<file path="src/frs_params.svh">
// constants for the fault retry sequencer
`ifndef FRS_PARAMS_SVH
`define FRS_PARAMS_SVH
`define FRS_OC_WAIT_CYCLES 4096
`define FRS_SS_DELAY_CYCLES 16
`define FRS_SS_STEP_CYCLES 16
`define FRS_SS_STEP_UV 12500
`define FRS_SS_STEPS_DEFAULT 128
`define FRS_NUM_PHASES 2
`endif

</file>
<file path="src/frs_pkg.sv">
// types for the fault retry sequencer
package frs_pkg;
    typedef enum logic [4:0] {
        FRS_OFF = 5'b0_0001,
        FRS_SS_DELAY = 5'b0_0010,
        FRS_SS_RAMP = 5'b0_0100,
        FRS_RUN = 5'b0_1000,
        FRS_OC_WAIT = 5'b1_0000
    } frs_state_e;
    typedef logic [12:0] frs_count_t;
endpackage : frs_pkg

</file>
<file path="src/frs_sequencer.sv">
// fault response and soft-start sequencer
`timescale 1ns/1ps
`include "frs_params.svh"
module frs_sequencer (
    input wire logic clk_in,
    input wire logic rst_in,
    input wire logic threshold_enable_input_in,
    input wire logic logic_supply_por_ok_in,
    input wire logic driver_supply_por_ok_in,
    input wire logic open_sense_cmp_in,
    input wire logic overcurrent_cmp_in,
    input wire logic [7:0] ss_steps_in,
    input wire logic [`FRS_NUM_PHASES-1:0] pwm_request_in,
    output logic [`FRS_NUM_PHASES-1:0] pwm_out,
    output logic [`FRS_NUM_PHASES-1:0] pwm_oe_n_out,
    output logic [7:0] ref_step_out,
    output logic prepor_clamp_arm_out,
    output logic power_good_flag_out,
    output frs_pkg::frs_state_e state_out
);
    import frs_pkg::*;

    localparam int NPH = `FRS_NUM_PHASES;
    localparam frs_count_t OC_WAIT_LAST = 13'(`FRS_OC_WAIT_CYCLES - 1);
    localparam frs_count_t SS_DELAY_LAST = 13'(`FRS_SS_DELAY_CYCLES - 1);
    localparam frs_count_t SS_STEP_LAST = 13'(`FRS_SS_STEP_CYCLES - 1);

    // ------------------------------------------------------------
    // input synchronisation
    // ------------------------------------------------------------
    logic [4:0] raw_inputs;
    logic [4:0] sync_inputs;
    logic enable_s;
    logic vcc_ok_s;
    logic driver_supply_ok_s;
    logic open_sense_s;
    logic oc_s;

    // every comparator and status pin is asynchronous to clk_in
    assign raw_inputs = {overcurrent_cmp_in, open_sense_cmp_in, driver_supply_por_ok_in,
                         logic_supply_por_ok_in, threshold_enable_input_in};

    frs_sync #(.W(5)) u_sync (
        .clk_in(clk_in),
        .rst_in(rst_in),
        .d_in(raw_inputs),
        .q_out(sync_inputs)
    );

    assign enable_s = sync_inputs[0];
    assign vcc_ok_s = sync_inputs[1];
    assign driver_supply_ok_s = sync_inputs[2];
    assign open_sense_s = sync_inputs[3];
    assign oc_s = sync_inputs[4];

    // ------------------------------------------------------------
    // sequencer state
    // ------------------------------------------------------------
    frs_state_e state_reg;
    frs_state_e state_next;
    frs_count_t count_reg;
    frs_count_t count_next;
    logic [7:0] step_reg;
    logic [7:0] step_next;
    logic power_good_flag_reg;
    logic power_good_flag_next;
    logic go_ok;

    // all start conditions; an open sense line also holds shutdown
    assign go_ok = enable_s && vcc_ok_s && driver_supply_ok_s && !open_sense_s;

    // next-state logic
    always_comb begin
        state_next = state_reg;
        count_next = count_reg;
        step_next = step_reg;
        power_good_flag_next = power_good_flag_reg;
        case (state_reg)
            FRS_OFF: begin
                count_next = '0;
                step_next = '0;
                power_good_flag_next = 1'b0;
                if (go_ok) begin
                    state_next = FRS_SS_DELAY;
                end
            end
            FRS_SS_DELAY: begin
                if (count_reg == SS_DELAY_LAST) begin
                    count_next = '0;
                    state_next = FRS_SS_RAMP;
                end else begin
                    count_next = count_reg + 13'h0001;
                end
            end
            FRS_SS_RAMP: begin
                if (count_reg == SS_STEP_LAST) begin
                    count_next = '0;
                    step_next = step_reg + 8'h01;
                    if (step_reg + 8'h01 >= ss_steps_in) begin
                        state_next = FRS_RUN;
                        power_good_flag_next = 1'b1;
                    end
                end else begin
                    count_next = count_reg + 13'h0001;
                end
            end
            FRS_RUN: begin
                count_next = '0;
            end
            FRS_OC_WAIT: begin
                // unlimited retries: wait is re-entered on every trip
                if (count_reg == OC_WAIT_LAST) begin
                    count_next = '0;
                    step_next = '0;
                    state_next = FRS_SS_DELAY;
                end else begin
                    count_next = count_reg + 13'h0001;
                end
            end
            default: begin
                state_next = FRS_OFF;
                count_next = '0;
            end
        endcase
        // overcurrent overrides any active phase
        if (oc_s && state_reg != FRS_OFF && state_reg != FRS_OC_WAIT) begin
            state_next = FRS_OC_WAIT;
            count_next = '0;
            power_good_flag_next = 1'b0;
        end
        // disable, POR loss or open sense forces shutdown, clearing the wait
        if (!go_ok) begin
            state_next = FRS_OFF;
            count_next = '0;
            step_next = '0;
            power_good_flag_next = 1'b0;
        end
    end

    // registers
    always_ff @(posedge clk_in) begin
        if (rst_in) begin
            state_reg <= FRS_OFF;
            count_reg <= '0;
            step_reg <= '0;
            power_good_flag_reg <= 1'b0;
        end else begin
            state_reg <= state_next;
            count_reg <= count_next;
            step_reg <= step_next;
            power_good_flag_reg <= power_good_flag_next;
        end
    end

    // ------------------------------------------------------------
    // gate and flag outputs
    // ------------------------------------------------------------
    logic [NPH-1:0] pwm_reg;
    logic [NPH-1:0] pwm_next;
    logic [NPH-1:0] oe_n_reg;
    logic [NPH-1:0] oe_n_next;
    logic drive_ok;
    logic clamp_reg;
    logic clamp_next;

    // gates only switch while the soft-start ramp or run is active; the
    // trip is taken from state_next so the gates drop on the same edge
    assign drive_ok = (state_next == FRS_SS_RAMP) || (state_next == FRS_RUN);

    genvar g;
    generate
        for (g = 0; g < NPH; g++) begin : g_phase
            always_comb begin
                pwm_next[g] = drive_ok & pwm_request_in[g];
                oe_n_next[g] = !drive_ok;
            end
        end
    endgenerate

    // clamp path re-armed whenever either supply is below POR
    always_comb begin
        clamp_next = !(vcc_ok_s && driver_supply_ok_s);
    end

    always_ff @(posedge clk_in) begin
        if (rst_in) begin
            pwm_reg <= '0;
            oe_n_reg <= '1;
            clamp_reg <= 1'b1;
        end else begin
            pwm_reg <= pwm_next;
            oe_n_reg <= oe_n_next;
            clamp_reg <= clamp_next;
        end
    end

    assign pwm_out = pwm_reg;
    assign pwm_oe_n_out = oe_n_reg;
    assign ref_step_out = step_reg;
    assign prepor_clamp_arm_out = clamp_reg;
    assign power_good_flag_out = power_good_flag_reg;
    assign state_out = state_reg;

    // ------------------------------------------------------------
    // assertions
    // ------------------------------------------------------------
    a_oc_gates_off: assert property (@(posedge clk_in) disable iff (rst_in)
        (state_reg == FRS_OC_WAIT) |-> (pwm_oe_n_out == '1 && pwm_out == '0))
        else $error("gates active during overcurrent wait");
    a_oc_enter: assert property (@(posedge clk_in) disable iff (rst_in)
        (oc_s && go_ok && (state_reg == FRS_RUN)) |=> (state_reg == FRS_OC_WAIT))
        else $error("overcurrent not entered");
    a_oc_wait_len: assert property (@(posedge clk_in) disable iff (rst_in)
        (state_reg == FRS_OC_WAIT && count_reg < OC_WAIT_LAST && go_ok) |=> (state_reg == FRS_OC_WAIT))
        else $error("overcurrent wait ended early");
    a_oc_retry: assert property (@(posedge clk_in) disable iff (rst_in)
        (state_reg == FRS_OC_WAIT && count_reg == OC_WAIT_LAST && go_ok) |=> (state_reg == FRS_SS_DELAY))
        else $error("no retry after wait");
    a_open_shut: assert property (@(posedge clk_in) disable iff (rst_in)
        open_sense_s |=> (state_reg == FRS_OFF))
        else $error("open sense did not shut down");
    a_restart_ss: assert property (@(posedge clk_in) disable iff (rst_in)
        (state_reg == FRS_OFF && go_ok) |=> (state_reg == FRS_SS_DELAY && count_reg == '0))
        else $error("restart not at soft-start beginning");
    // a trip or shutdown may cut the delay short; only a quiet early exit is an error
    a_ss_delay: assert property (@(posedge clk_in) disable iff (rst_in)
        (state_reg == FRS_SS_DELAY && count_reg < SS_DELAY_LAST && go_ok && !oc_s) |=> (state_reg == FRS_SS_DELAY))
        else $error("soft-start delay too short");
    a_power_good_flag_drop: assert property (@(posedge clk_in) disable iff (rst_in)
        (state_reg == FRS_OC_WAIT) |-> !power_good_flag_out)
        else $error("power good high in overcurrent");
    a_off_hiz: assert property (@(posedge clk_in) disable iff (rst_in)
        (state_reg == FRS_OFF) |-> (pwm_oe_n_out == '1))
        else $error("pwm driven in shutdown");
    a_clamp_arm: assert property (@(posedge clk_in) disable iff (rst_in)
        (!vcc_ok_s || !driver_supply_ok_s) |=> prepor_clamp_arm_out)
        else $error("clamp not re-armed");
    a_wait_clear: assert property (@(posedge clk_in) disable iff (rst_in)
        !enable_s |=> (count_reg == '0))
        else $error("wait counter not cleared");

    c_oc_trip: cover property (@(posedge clk_in) disable iff (rst_in)
        state_reg == FRS_RUN ##1 state_reg == FRS_OC_WAIT);
    c_retry: cover property (@(posedge clk_in) disable iff (rst_in)
        state_reg == FRS_OC_WAIT ##1 state_reg == FRS_SS_DELAY);
    c_run: cover property (@(posedge clk_in) disable iff (rst_in) $rose(power_good_flag_out));
endmodule : frs_sequencer

</file>
<file path="src/frs_sync.sv">
// two flip-flop synchroniser for a vector of level inputs
`timescale 1ns/1ps
module frs_sync #(
    parameter int W = 1
) (
    input wire logic clk_in,
    input wire logic rst_in,
    input wire logic [W-1:0] d_in,
    output logic [W-1:0] q_out
);
    logic [W-1:0] meta_reg;
    logic [W-1:0] meta_next;
    logic [W-1:0] q_reg;
    logic [W-1:0] q_next;

    // next values: first stage feeds only the second
    always_comb begin
        meta_next = d_in;
        q_next = meta_reg;
    end

    // registers
    always_ff @(posedge clk_in) begin
        if (rst_in) begin
            meta_reg <= '0;
            q_reg <= '0;
        end else begin
            meta_reg <= meta_next;
            q_reg <= q_next;
        end
    end

    assign q_out = q_reg;
endmodule : frs_sync

</file>
<file path="config.mk">
export PLATFORM = sky130hd
export DESIGN_NAME = frs_sequencer
export DESIGN_NICKNAME = d
export VERILOG_FILES = /design/src/frs_pkg.sv /design/src/frs_sequencer.sv /design/src/frs_sync.sv
export VERILOG_INCLUDE_DIRS = /design/src
export SDC_FILE = /design/constraint.sdc
export NUM_CORES = 1
export LEC_CHECK = 0
export BUFFER_PORTS_ARGS = -buffer_cell sky130_fd_sc_hd__buf_2
export CORE_UTILIZATION = 48
export DETAILED_ROUTE_END_ITERATION = 16
export PLACE_DENSITY = 0.72
export SLEW_MARGIN = 10
export SYNTH_ARGS = -nofsm -noshare
export SYNTH_HDL_FRONTEND = slang
export SYNTH_SLANG_ARGS = --single-unit
</file>
<file path="constraint.sdc">
create_clock -name clk_in -period 5.29 [get_ports clk_in]
set_input_delay 0.529 -clock clk_in [delete_from_list [all_inputs] [get_ports clk_in]]
set_output_delay 0.529 -clock clk_in [all_outputs]
set_load 0.03 [all_outputs]
</file>
**Word-level counts from Yosys, hierarchy flattened**

Index checks and enable logic that the tools add are counted.

- $add $sub $neg: 2
- Magnitude comparators: 1
- Eq/ne operators: 14
- Mux-type cells: 16
- Bitwise logic cells: 3
- Reduce and logical (&&, ||, !) cells: 17

Operators by type and width:

| cell | count |
|---|---|
| $mux 5 | 6 |
| $mux 13 | 2 |
| $pmux 13 s2 | 1 |
| $pmux 5 s5 | 1 |
| $pmux 8 s3 | 1 |
| $mux 8 | 2 |
| $add 13x1->13 const B | 1 |
| $eq 13x12->1 const B | 1 |
| $eq 13x4->1 const B | 1 |
| $eq 5x3->1 const B | 2 |
| $eq 5x4->1 const B | 2 |
| $add 8x1->8 const B | 1 |
| $ge 8x8->1 | 1 |
| $logic_and 1x1->1 | 6 |
| $ne 2x2->1 const B | 3 |
| $reduce_and 3->1 | 2 |
| $eq 5x1->1 const B | 1 |
| $eq 5x2->1 const B | 1 |
| $eq 5x5->1 const B | 1 |
| $ne 5x1->1 const B | 1 |
| $ne 5x5->1 const B | 1 |
| $reduce_or 2->1 | 2 |
| $logic_not 1->1 | 3 |
| $reduce_bool 3->1 | 1 |
| other kinds (7) | 9 |

- Bits in registers: 41
- Input bits: 17
- Output and inout bits: 19
- Word-level logic and storage cells: 62

**Longest topological paths before layout**

Gate-level depths: netlist of the first run.

- Word-level depth: 10
- Depth in mapped cells: 10
- Depth with buffers taken out: 10

**Modules after synthesis**

From an unflattened synthesis of the first run, not the netlist that was laid out.

- Cells, all modules: 219
- Area, all modules: 1996.9 sq um

By module, submodules not included:

| module | times used | cells each | area each (sq um) |
|---|---|---|---|
| frs_sequencer | 1 | 199 | 1734.2 |
| frs_sync | 1 | 20 | 262.8 |

**Worst setup path before layout of the first run**

No wires, ideal clock.

- Path type: register to register
- Start point: register step_reg[0], in the netlist ref_step_out[0]
- End point: register oe_n_reg[0], in the netlist pwm_oe_n_out[0]
- Setup time: 0.124 ns
- Arrival: 2.958 ns
- Required time: 5.166 ns
- Slack: 2.208 ns
- Cell stages (with the launch flop): 10
- Path buffers: 0
- Period minus slack after synthesis: 3.082 ns
- Path through: dfxtp_1 > ha_1 > and3_1 > nand3_1 > xnor2_1 > ha_1 > nand4_1 > o31a_1 > or4_4 > a2111o_1

- Word-level cells in the longest chain between the ends: 10

RTL lines:

| item | RTL line | RTL |
|---|---|---|
| start, declared | frs_sequencer.sv:63 | `logic [7:0] step_reg;` |
| start signal, assigned | frs_sequencer.sv:150 | `step_reg <= step_next;` |
| $add 8x1->8 (*) | frs_sequencer.sv:99 | `if (step_reg + 8'h01 >= ss_steps_in) begin` |
| $ge 8x8->1 (*) | frs_sequencer.sv:99 |  |
| $mux 5 (*) | frs_sequencer.sv:99 |  |
| $mux 5 (*) | frs_sequencer.sv:96 | `if (count_reg == SS_STEP_LAST) begin` |
| $pmux 5 s5 (*) | frs_sequencer.sv:78 | `case (state_reg)` |
| $mux 5 (*) | frs_sequencer.sv:126 | `if (oc_s && state_reg != FRS_OFF && state_reg != FRS_OC_WAIT) begin` |
| $mux 5 (*) | frs_sequencer.sv:132 | `if (!go_ok) begin` |
| $eq 5x3->1 / $eq 5x4->1 (equally long branches) | frs_sequencer.sv:168 | `assign drive_ok = (state_next == FRS_SS_RAMP) \|\| (state_next == FRS_RUN);` |
| $logic_or 1x1->1 (*) | frs_sequencer.sv:168 |  |
| $logic_not 1->1 (*) | frs_sequencer.sv:175 | `oe_n_next[g] = !drive_ok;` |
| end signal, assigned | frs_sequencer.sv:192 | `oe_n_reg <= oe_n_next;` |
| end, declared | frs_sequencer.sv:160 | `logic [NPH-1:0] oe_n_reg;` |

Mark *: on every way between the ends. The rest lies on a longest branch, timed or not.
A chain may end at the register's enable or synchronous reset.

**Worst setup path in the final report of the first run**

Same ends and word-level chain as after synthesis.

==> results of run 1 <==
worst max-delay path, delay by kind of cell (launching register included):
family	cells	cell delay [ns]
compound gates	2	0.74
flops	1	0.46
simple gates	4	0.97
xor+xnor	1	0.17
fa+ha+maj	2	0.62
stage by stage:
stage	util [%]	instances	hold WS [ns]	power (mW)	worst slack [ns]
2_1_floorplan	-	233	0.380	0.328	2.21
6_report	57.7	318	0.416	0.542	2.21
4_1_cts	57.7	318	0.418	0.546	2.22
5_1_grt	57.7	318	0.437	0.565	2.06
3_3_place_gp	55.4	310	0.391	0.336	2.35
3_5_place_dp	55.4	310	0.397	0.336	2.27
power breakdown:
group	switching [mW]	internal (mW)	leakage (nW)
combinational	0.00774	0.00847	0.522
sequential	0.000922	0.312	0.332
clock	0.118	0.0952	0.0447
total	0.127	0.415	0.899
cell type report:
cell class,count,area (um^2),share of cell area [%]
clock buffer,5,68.8,2.94
inverter,10,37.5,1.60
multi-input combinational,174,1150,49.1
clock inverter,3,25.0,1.07
sequential,41,821,35.1
tap,50,62.6,2.67
timing repair buffer,35,175,7.49
routing by layer:
layer	wire length (um)	vias to the layer above	GRT usage, %
met5	0	-	0
met4	125	0	11.2
met3	236	13	4.56
met2	1980	67	31.0
met1	1950	818	24.1
li1	-	899	-
cell families (layout without fill, tap and decap cells):
| family | count (synthesis) | count (layout) |
|---|---|---|
| mux | 1 | 1 |
| flops | 41 | 41 |
| compound gates | 45 | 45 |
| fa+ha+maj | 10 | 10 |
| buf+inv | 18 | 53 |
| simple gates | 101 | 101 |
| xor+xnor | 17 | 17 |
layout by cell type (no fill, tap or decap), drive strengths merged, types with 3 or more instances in the layout:
master	n
a2111oi	4
a21oi	11
nand2	13
clkbuf	5
nand2b	4
nor4	3
nand3	10
nor2b	14
xor2	8
ha	10
nor3	6
buf	35
inv	11
a311oi	5
dfxtp	41
nor2	29
nand4	5
o21ai	7
or3	4
xnor2	9
final timing paths:
path,end,startpoint
setup / recovery,pwm_oe_n_out[0],ref_step_out[0]
hold reg to reg,prepor_clamp_arm_out,u_sync.q_out[2]
setup reg to reg,pwm_oe_n_out[0],ref_step_out[0]
hold / removal,prepor_clamp_arm_out,u_sync.q_out[2]
==> out/qor.yml, run 1 <==
clock_network:
  post_cts_resized: 0
  clock-sinks: 41
  postCtsSetupRepairBufs: 0
  clk_pin_slew_worst_paths_ns: 0.08
  cts_tree: "done"
  cts_root_buf: "clkbuf_8"
  cts.htree.levels: 2
  postCtsHoldBufs: 0
  clk_path_buf_depth: 2
  insertion_delay_ns: 0.30
  numCtsBuffers: 5
pwr:
  ir_drop_mv: 0.161
  powerDensity_mw_per_mm2: 232
  p_leak_nw: 0.899
yosys:
  synth_area_leader_cell: "dfxtp_1"
  synth-xor-area-share_pct: 7.28
  syn_avg_cell_area_um2: 8.78
  syn_nets: 260
  synthMuxAreaShare_pct: 0.489
  synth-compound-area-share_pct: 16.0
  synthCells: 233
  synthFlopType: "dfxtp_1"
  synth_edf_count: 0
  yosysWarnings: 0
  yosys.area.top_type_share_pct: 40.1
  ys_ff_latch: 41
  yosysMostFrequentCell: "dfxtp_1"
  syn_area_mm2: 0.00205
  synth_area_leaders: "dfxtp_1 (40%), ha_1 (6.1%), nor2_1 (5.3%)"
  seq_area_frac_synth_pct: 40.1
  synth-adder-area-share_pct: 6.12
  synthSimpleGateAreaFrac_pct: 26.4
  synthTopCellsByCount: "dfxtp_1 (41), nor2_1 (29), nor2b_1 (14), nand2_1 (13), a21oi_1 (11)"
  yosysUniqueCellTypes: 47
  synth_top_family_by_area: "simple AND/OR/NAND/NOR gates"
  async_flop_share_pct: 0
critical_path:
  reg2reg_depth: 9
  cp-end-kind: "flip-flop"
  crit_chain: "ha_1 -> and3_1 -> nand3_1 -> xnor2_1 -> ha_1 -> nand4_1 -> o31a_1 -> or4_4 -> a2111o_1"
  cp.required_ns: 5.48
  crit_fanout: 7
  crit_path_top_delay_cell: "or4_4"
  rrSetupSlack_ns: 2.21
  critical_path_class: "flip-flop to flip-flop"
  worst_setup_path_start_kind: "flip-flop"
  critical-path-max-stage-delay_ns: 0.54
  cpMostUsedCell: "ha_1"
  cp.arrival_ns: 3.27
min_path:
  min_path_type: "flip-flop to flip-flop"
  hold_depth: 1
detailed_routing:
  wl_per_cell_um: 13.5
  drc: 0
  avgViaCountPerCell: 5.65
  ant_nets: 0
  first_pass_iters: 5
  dr.first_iter.drc_count: 147
  totalWireLength_mm: 4.28
  num_vias: 1797
global_routing:
  grt_use_total_pct: 19.5
  antenna_found_initial: 0
  grt_max_degree: 17
  grt_overflow: 0
  grt_pass1_wl_mm: 6.59
  grt_pass1_vias: 1494
floorplan:
  start_util_pct: 50.4
  die_h_um: 67.3
  core_area_mm2: 0.00406
  rows: 23
  fp.dieW_um: 67.3
  io_pins: 36
  die-area_mm2: 0.00453
sta:
  relSlewSlack_pct: 30.0
  finalHoldViolations: 0
  layout_min_cycle_time_ns: 3.08
  clock.fmax_mhz: 325
  tightest_slew_ns: 1.02
  tns_ns: 0
  grt_setup_unrepaired: "false"
  final_max_slew_viol_count: 0
  fin_skew_ns: 0.00369
  finalCritPeriodShare_pct: 58.2
  setup_violations: 0
cells_and_area:
  area_growth_pct: 14.4
  layout.nets: 294
  fin_area_mm2: 0.00234
  drive_gt1_share_pct: 18.3
  fillers: 376
  num_antenna_cells: 0
  largest_register_ffs: 13
flow_run:
  drv_cap: 0
placement:
  gp_congestion: 0.826
  io_buffer_count: 35
  place_area_mm2: 0.00225
  dp_hpwl_mm: 3.15
status:
  run_status: "completed"
Power figures use the tool's default switching activity.
==> run 2: changes to the inputs <==
--- a/config.mk
+++ b/config.mk
@@ -9,7 +9,7 @@
 export BUFFER_PORTS_ARGS = -buffer_cell sky130_fd_sc_hd__buf_2
 export CORE_UTILIZATION = 48
 export DETAILED_ROUTE_END_ITERATION = 16
-export PLACE_DENSITY = 0.72
+export PLACE_DENSITY = 0.75
 export SLEW_MARGIN = 10
 export SYNTH_ARGS = -nofsm -noshare
 export SYNTH_HDL_FRONTEND = slang
==> constraint.sdc (replaced) <==
create_clock -name clk_in -period 2.54 [get_ports clk_in]
set_input_delay 0.254 -clock clk_in [delete_from_list [all_inputs] [get_ports clk_in]]
set_output_delay 0.254 -clock clk_in [all_outputs]
set_load 0.03 [all_outputs]
==> out/qor.yml, run 2 (synthesis gave the netlist of run 1 again) <==
sta:
  finalHoldViolations: 0  # unchanged
  fin_skew_ns: 0.0102  # +0.00646 ns
  tns_ns: -0.0148  # -0.0148 ns
  clock.fmax_mhz: 391  # +20%
  final_max_slew_viol_count: 0  # unchanged
  layout_min_cycle_time_ns: 2.55  # -0.522 ns
  tightest_slew_ns: 0.597  # -0.427 ns
  grt_setup_unrepaired: "true"
  whs_ns: 0.167  # -0.249 ns
  finalCritPeriodShare_pct: 101  # +42 points
  final.setup.worst_slack_ns: -0.0148  # -2.23 ns
  relSlewSlack_pct: 59.2  # +29 points
  setup_violations: 1  # +1
status:
  failed_checks: "negative setup slack"
  run_status: "finished with violations"
pwr:
  ir_drop_mv: 0.408  # +150%
  p_leak_nw: 1.04  # +15%
  power_mw: 1.15  # +110%
  powerDensity_mw_per_mm2: 440  # +90%
cells_and_area:
  layout.nets: 320  # +8.8%
  drive_gt1_share_pct: 29.9  # +12 points
  largest_register_ffs: 13  # unchanged
  fillers: 338  # -10%
  fin_area_mm2: 0.00262  # +12%
  num_antenna_cells: 0  # unchanged
  layout_commonest_cell: "dfxtp_1"
  area_growth_pct: 27.8
  final_cells: 344  # +8.2%
  mostFrequentLayoutCells: "dfxtp_1 (36), buf_2 (35), nor2_1 (28)"
global_routing:
  grt_overflow: 0  # unchanged
  grt_max_degree: 17  # unchanged
  grt_pass1_vias: 1696  # +14%
  grt_pass1_wl_mm: 7.64  # +16%
  antenna_found_initial: 0  # unchanged
  grt_use_total_pct: 22.7  # +3.2 points
critical_path:
  r2r_start: "ref_step_out[1]"
  reg2reg_depth: 10  # +1
  cp-end-kind: "flip-flop"
  crit_end: "pwm_oe_n_out[0]"
  cp-startpoint: "ref_step_out[1]"
  timing.rr.end: "pwm_oe_n_out[0]"
  critical_path_class: "flip-flop to flip-flop"
  worst_setup_path_start_kind: "flip-flop"
  cp.required_ns: 2.73  # -2.75 ns
  crit_fanout: 4  # -3
  cp.arrival_ns: 2.74  # -0.53 ns
  rrSetupSlack_ns: -0.01  # -2.23 ns
clock_network:
  cts_root_buf: "clkbuf_8"
  cts.htree.levels: 2  # unchanged
  insertion_delay_ns: 0.30  # about the same
  clk_path_buf_depth: 2  # unchanged
  clock-sinks: 41  # unchanged
  cts_tree: "done"
  clk_pin_slew_worst_paths_ns: 0.08  # about the same
  numCtsBuffers: 5  # unchanged
  postCtsHoldBufs: 0  # unchanged
detailed_routing:
  wl_per_cell_um: 13.8  # +2.2%
  avgViaCountPerCell: 5.44  # -3.6%
  routed.top_layer: "met4"
  ant_nets: 0  # unchanged
  met2_length_mm: 2.16  # +9.4%
  wl_met1_mm: 2.29  # +18%
  drc: 0  # unchanged
  first_pass_iters: 4  # -1
  num_vias: 1873  # +4.2%
  totalWireLength_mm: 4.73  # +11%
  wl_met3_um: 213  # -9.7%
  dr.first_iter.drc_count: 55  # -63%
floorplan:
  rows: 23  # unchanged
  die-area_mm2: 0.00453  # unchanged
  io_pins: 36  # unchanged
  start_util_pct: 50.4  # unchanged
  fp.dieW_um: 67.3  # unchanged
  core_area_mm2: 0.00406  # unchanged
  die_h_um: 67.3  # unchanged
placement:
  dp_hpwl_mm: 3.36  # +6.8%
  place_area_mm2: 0.00245  # +9.0%
  dp_cells: 332  # +7.1%
  gp_congestion: 0.948  # +15%
  io_buffer_count: 35  # unchanged
min_path:
  min_path_type: "input port to flip-flop"
flow_run:
  drv_cap: 0  # unchanged
run 2: area by class of cell:
type | instances | area [um^2] | share of cell area (%)
Inverter | 10 | 37.5 | 1.44
Clock inverter | 1 | 5.00 | 0.191
Clock buffer | 7 | 96.3 | 3.68
Timing Repair Buffer | 61 | 370 | 14.2
Tap cell | 50 | 62.6 | 2.39
Multi-Input combinational cell | 174 | 1210 | 46.1
Sequential cell | 41 | 837 | 32.0
run 2: power breakdown:
group / total [mW] / internal [mW] / switching [mW]
Combinational: 0.0397 / 0.0214 / 0.0183
Clock: 0.463 / 0.245 / 0.218
Sequential: 0.647 / 0.645 / 0.00182
run 2: worst min-delay path by stage:
stage	from	depth (start not counted)	to	slack (ns)
detailed placement	u_sync.q_out[2]	1	prepor_clamp_arm_out	0.40
floorplan	rst_in	1	u_sync.meta_reg[3]	0.33
global route	logic_supply_por_ok_in	2	u_sync.meta_reg[1]	0.17
CTS	logic_supply_por_ok_in	2	u_sync.meta_reg[1]	0.16
global placement	u_sync.q_out[1]	1	prepor_clamp_arm_out	0.39
finish	logic_supply_por_ok_in	2	u_sync.meta_reg[1]	0.17
run 2: metal layers:
layer,global-route usage [%],vias to the layer above
li1,-,949
met1,28.1,861
met2,37.1,57
met3,6.08,6
met4,9.31,0
met5,0,-
run 2: per-stage QoR:
| stage | util [%] | setup slack (ns) |
|---|---|---|
| 6_report | 64.4 | -0.0148 |
| 2_1_floorplan | - | -0.129 |
| 3_3_place_gp | 60.3 | -0.0148 |
| 5_1_grt | 64.4 | -0.136 |
| 3_5_place_dp | 60.3 | -0.0865 |
| 4_1_cts | 64.0 | -0.0589 |
run 2: repair_timing:
item | CTS | global route
cloned | 0 | 0
setup endpoints to repair | 3 | 4
pin swaps | 0 | 2
buffers inserted | 4 | 0
resized for setup | 3 | 5
run 2: critical path, cell delays in order (launching register included):
cell and delay [ns]:
dfxtp_4 0.37, ha_4 0.16, buf_4 0.13, xor2_1 0.13, ha_2 0.22, buf_4 0.11, o21a_1 0.12, nor2_1 0.06
o31a_1 0.30, or4_4 0.47, a2111o_1 0.38
==> run 3: changes to the inputs <==
==> constraint.sdc (replaced) <==
create_clock -name clk_in -period 2.54 [get_ports clk_in]
set_input_delay 0.508 -clock clk_in [delete_from_list [all_inputs] [get_ports clk_in]]
set_output_delay 0.508 -clock clk_in [all_outputs]
set_load 0.03 [all_outputs]
==> out/qor.yml, run 3 (synthesis gave the netlist of run 1 again) <==
status:
  run_status: "completed"
sta:
  setup_violations: 0  # -1
  layout_min_cycle_time_ns: 2.52  # -0.0365 ns
  tightest_slew_ns: 0.656  # +0.0583 ns
  clock.fmax_mhz: 397  # +1.5%
  finalCritPeriodShare_pct: 99.1  # -1.4 points
  fin_skew_ns: 0.0109  # +0.000715 ns
  relSlewSlack_pct: 55.2  # -4.0 points
  final_max_slew_viol_count: 0  # unchanged
  grt_setup_unrepaired: "true"
  tns_ns: 0  # +0.0148 ns
  finalHoldViolations: 0  # unchanged
  final.setup.worst_slack_ns: 0.0218  # +0.0365 ns
floorplan:
  start_util_pct: 50.4  # unchanged
  core_area_mm2: 0.00406  # unchanged
  fp.dieW_um: 67.3  # unchanged
  die_h_um: 67.3  # unchanged
  io_pins: 36  # unchanged
  die-area_mm2: 0.00453  # unchanged
  rows: 23  # unchanged
placement:
  place_area_mm2: 0.00245  # unchanged
  io_buffer_count: 35  # unchanged
  gp_congestion: 0.943  # -0.51%
  dp_hpwl_mm: 3.41  # +1.4%
  dpl_worst_slack_ns: -0.0827  # +0.00384 ns
pwr:
  ir_drop_mv: 0.336  # -18%
  p_leak_nw: 1.04  # +0.44%
  powerDensity_mw_per_mm2: 456  # +3.7%
global_routing:
  grt_max_degree: 17  # unchanged
  antenna_found_initial: 0  # unchanged
  grt_pass1_vias: 1733  # +2.2%
  grt_use_total_pct: 22.1  # -0.58 points
  grt_overflow: 0  # unchanged
  grt_pass1_wl_mm: 7.56  # -1.1%
critical_path:
  worst_setup_path_start_kind: "flip-flop"
  crit_end: "pwm_oe_n_out[0]"
  cp.required_ns: 2.73  # about the same
  crit_fanout: 3  # -1
  cp-end-kind: "flip-flop"
  critical_path_class: "flip-flop to flip-flop"
  reg2reg_depth: 9  # -1
  rrSetupSlack_ns: 0.02  # +0.04 ns
  cp-startpoint: "ref_step_out[1]"
  r2r_start: "ref_step_out[1]"
  timing.rr.end: "pwm_oe_n_out[0]"
  cp.arrival_ns: 2.71  # -0.03 ns
cells_and_area:
  seq_area_um2: 835  # -0.30%
  area_growth_pct: 26.7
  layout.nets: 318  # -0.63%
  mostFrequentLayoutCells: "dfxtp_1 (36), buf_2 (35), nor2_1 (28)"
  drive_gt1_share_pct: 29.1  # -0.82 points
  final_util_pct: 63.9  # -0.55 points
  fillers: 354  # +4.7%
  fin_area_mm2: 0.00259  # -0.86%
  num_antenna_cells: 0  # unchanged
  multiInputGateArea_mm2: 0.00119  # -1.0%
  layout_commonest_cell: "dfxtp_1"
  largest_register_ffs: 13  # unchanged
clock_network:
  clk_pin_slew_worst_paths_ns: 0.09  # about the same
  postCtsHoldBufs: 0  # unchanged
  cts_tree: "done"
  clock-sinks: 41  # unchanged
  insertion_delay_ns: 0.30  # about the same
  clk_path_buf_depth: 2  # unchanged
  cts.htree.levels: 2  # unchanged
  numCtsBuffers: 5  # unchanged
  cts_root_buf: "clkbuf_8"
detailed_routing:
  ant_nets: 0  # unchanged
  first_pass_iters: 4  # unchanged
  drc: 0  # unchanged
  dr.first_iter.drc_count: 93  # +69%
  wl_per_cell_um: 13.6  # -1.2%
  num_vias: 1860  # -0.69%
  avgViaCountPerCell: 5.44  # -0.11%
  totalWireLength_mm: 4.65  # -1.8%
flow_run:
  drv_cap: 0  # unchanged
min_path:
  worstHoldStart: "u_sync.q_out[2]"
  min_path_type: "flip-flop to flip-flop"
run 3: stage by stage:
stage / hold WS [ns] / instances / power (mW)
floorplan: 0.380 / 233 / 0.680
global placement: 0.392 / 332 / 0.700
detailed placement: 0.393 / 332 / 0.702
CTS: 0.411 / 342 / 1.19
global route: 0.412 / 342 / 1.22
finish: 0.408 / 342 / 1.18
run 3: routing by layer:
metal	vias to the layer above	GRT usage (%)	share of wire [%]
met5	-	0	0
met1	847	27.0	46
met2	61	37.8	48
met4	0	6.65	0.71
met3	5	5.91	5.4
li1	947	-	-
run 3: power breakdown:
part | switching, mW | internal, mW
logic | 0.0181 | 0.0213
clock network | 0.240 | 0.255
registers | 0.00182 | 0.646
total | 0.260 | 0.923
run 3: cell type report:
class                           instances  area share, %
Clock buffer                            6           3.62
Clock inverter                          2          0.579
Inverter                               10           1.45
Multi-Input combinational cell        174           46.0
Sequential cell                        41           32.2
Tap cell                               50           2.41
Timing Repair Buffer                   59           13.7
run 3: worst min-delay path by stage:
stage / cells after the start / to
finish: 1 / prepor_clamp_arm_out
global route: 2 / u_sync.meta_reg[4]
CTS: 2 / u_sync.meta_reg[0]
detailed placement: 1 / prepor_clamp_arm_out
global placement: 1 / prepor_clamp_arm_out
floorplan: 1 / prepor_clamp_arm_out
run 3: critical path, cell delays in order, from the launching register on:
cell,delay (ns)
dfxtp_4,0.37
ha_4,0.13
and3_4,0.18
nand3_2,0.07
xnor2_1,0.14
ha_1,0.30
nand4_1,0.11
o31a_1,0.27
or4_4,0.45
a2111o_1,0.37
run 3: what timing repair did:
item | CTS | global route
setup endpoints to repair | 3 | 4
resized for setup | 0 | 5
buffers inserted | 2 | 0
hold endpoints to repair | 0 | 0
pin swaps | 0 | 3
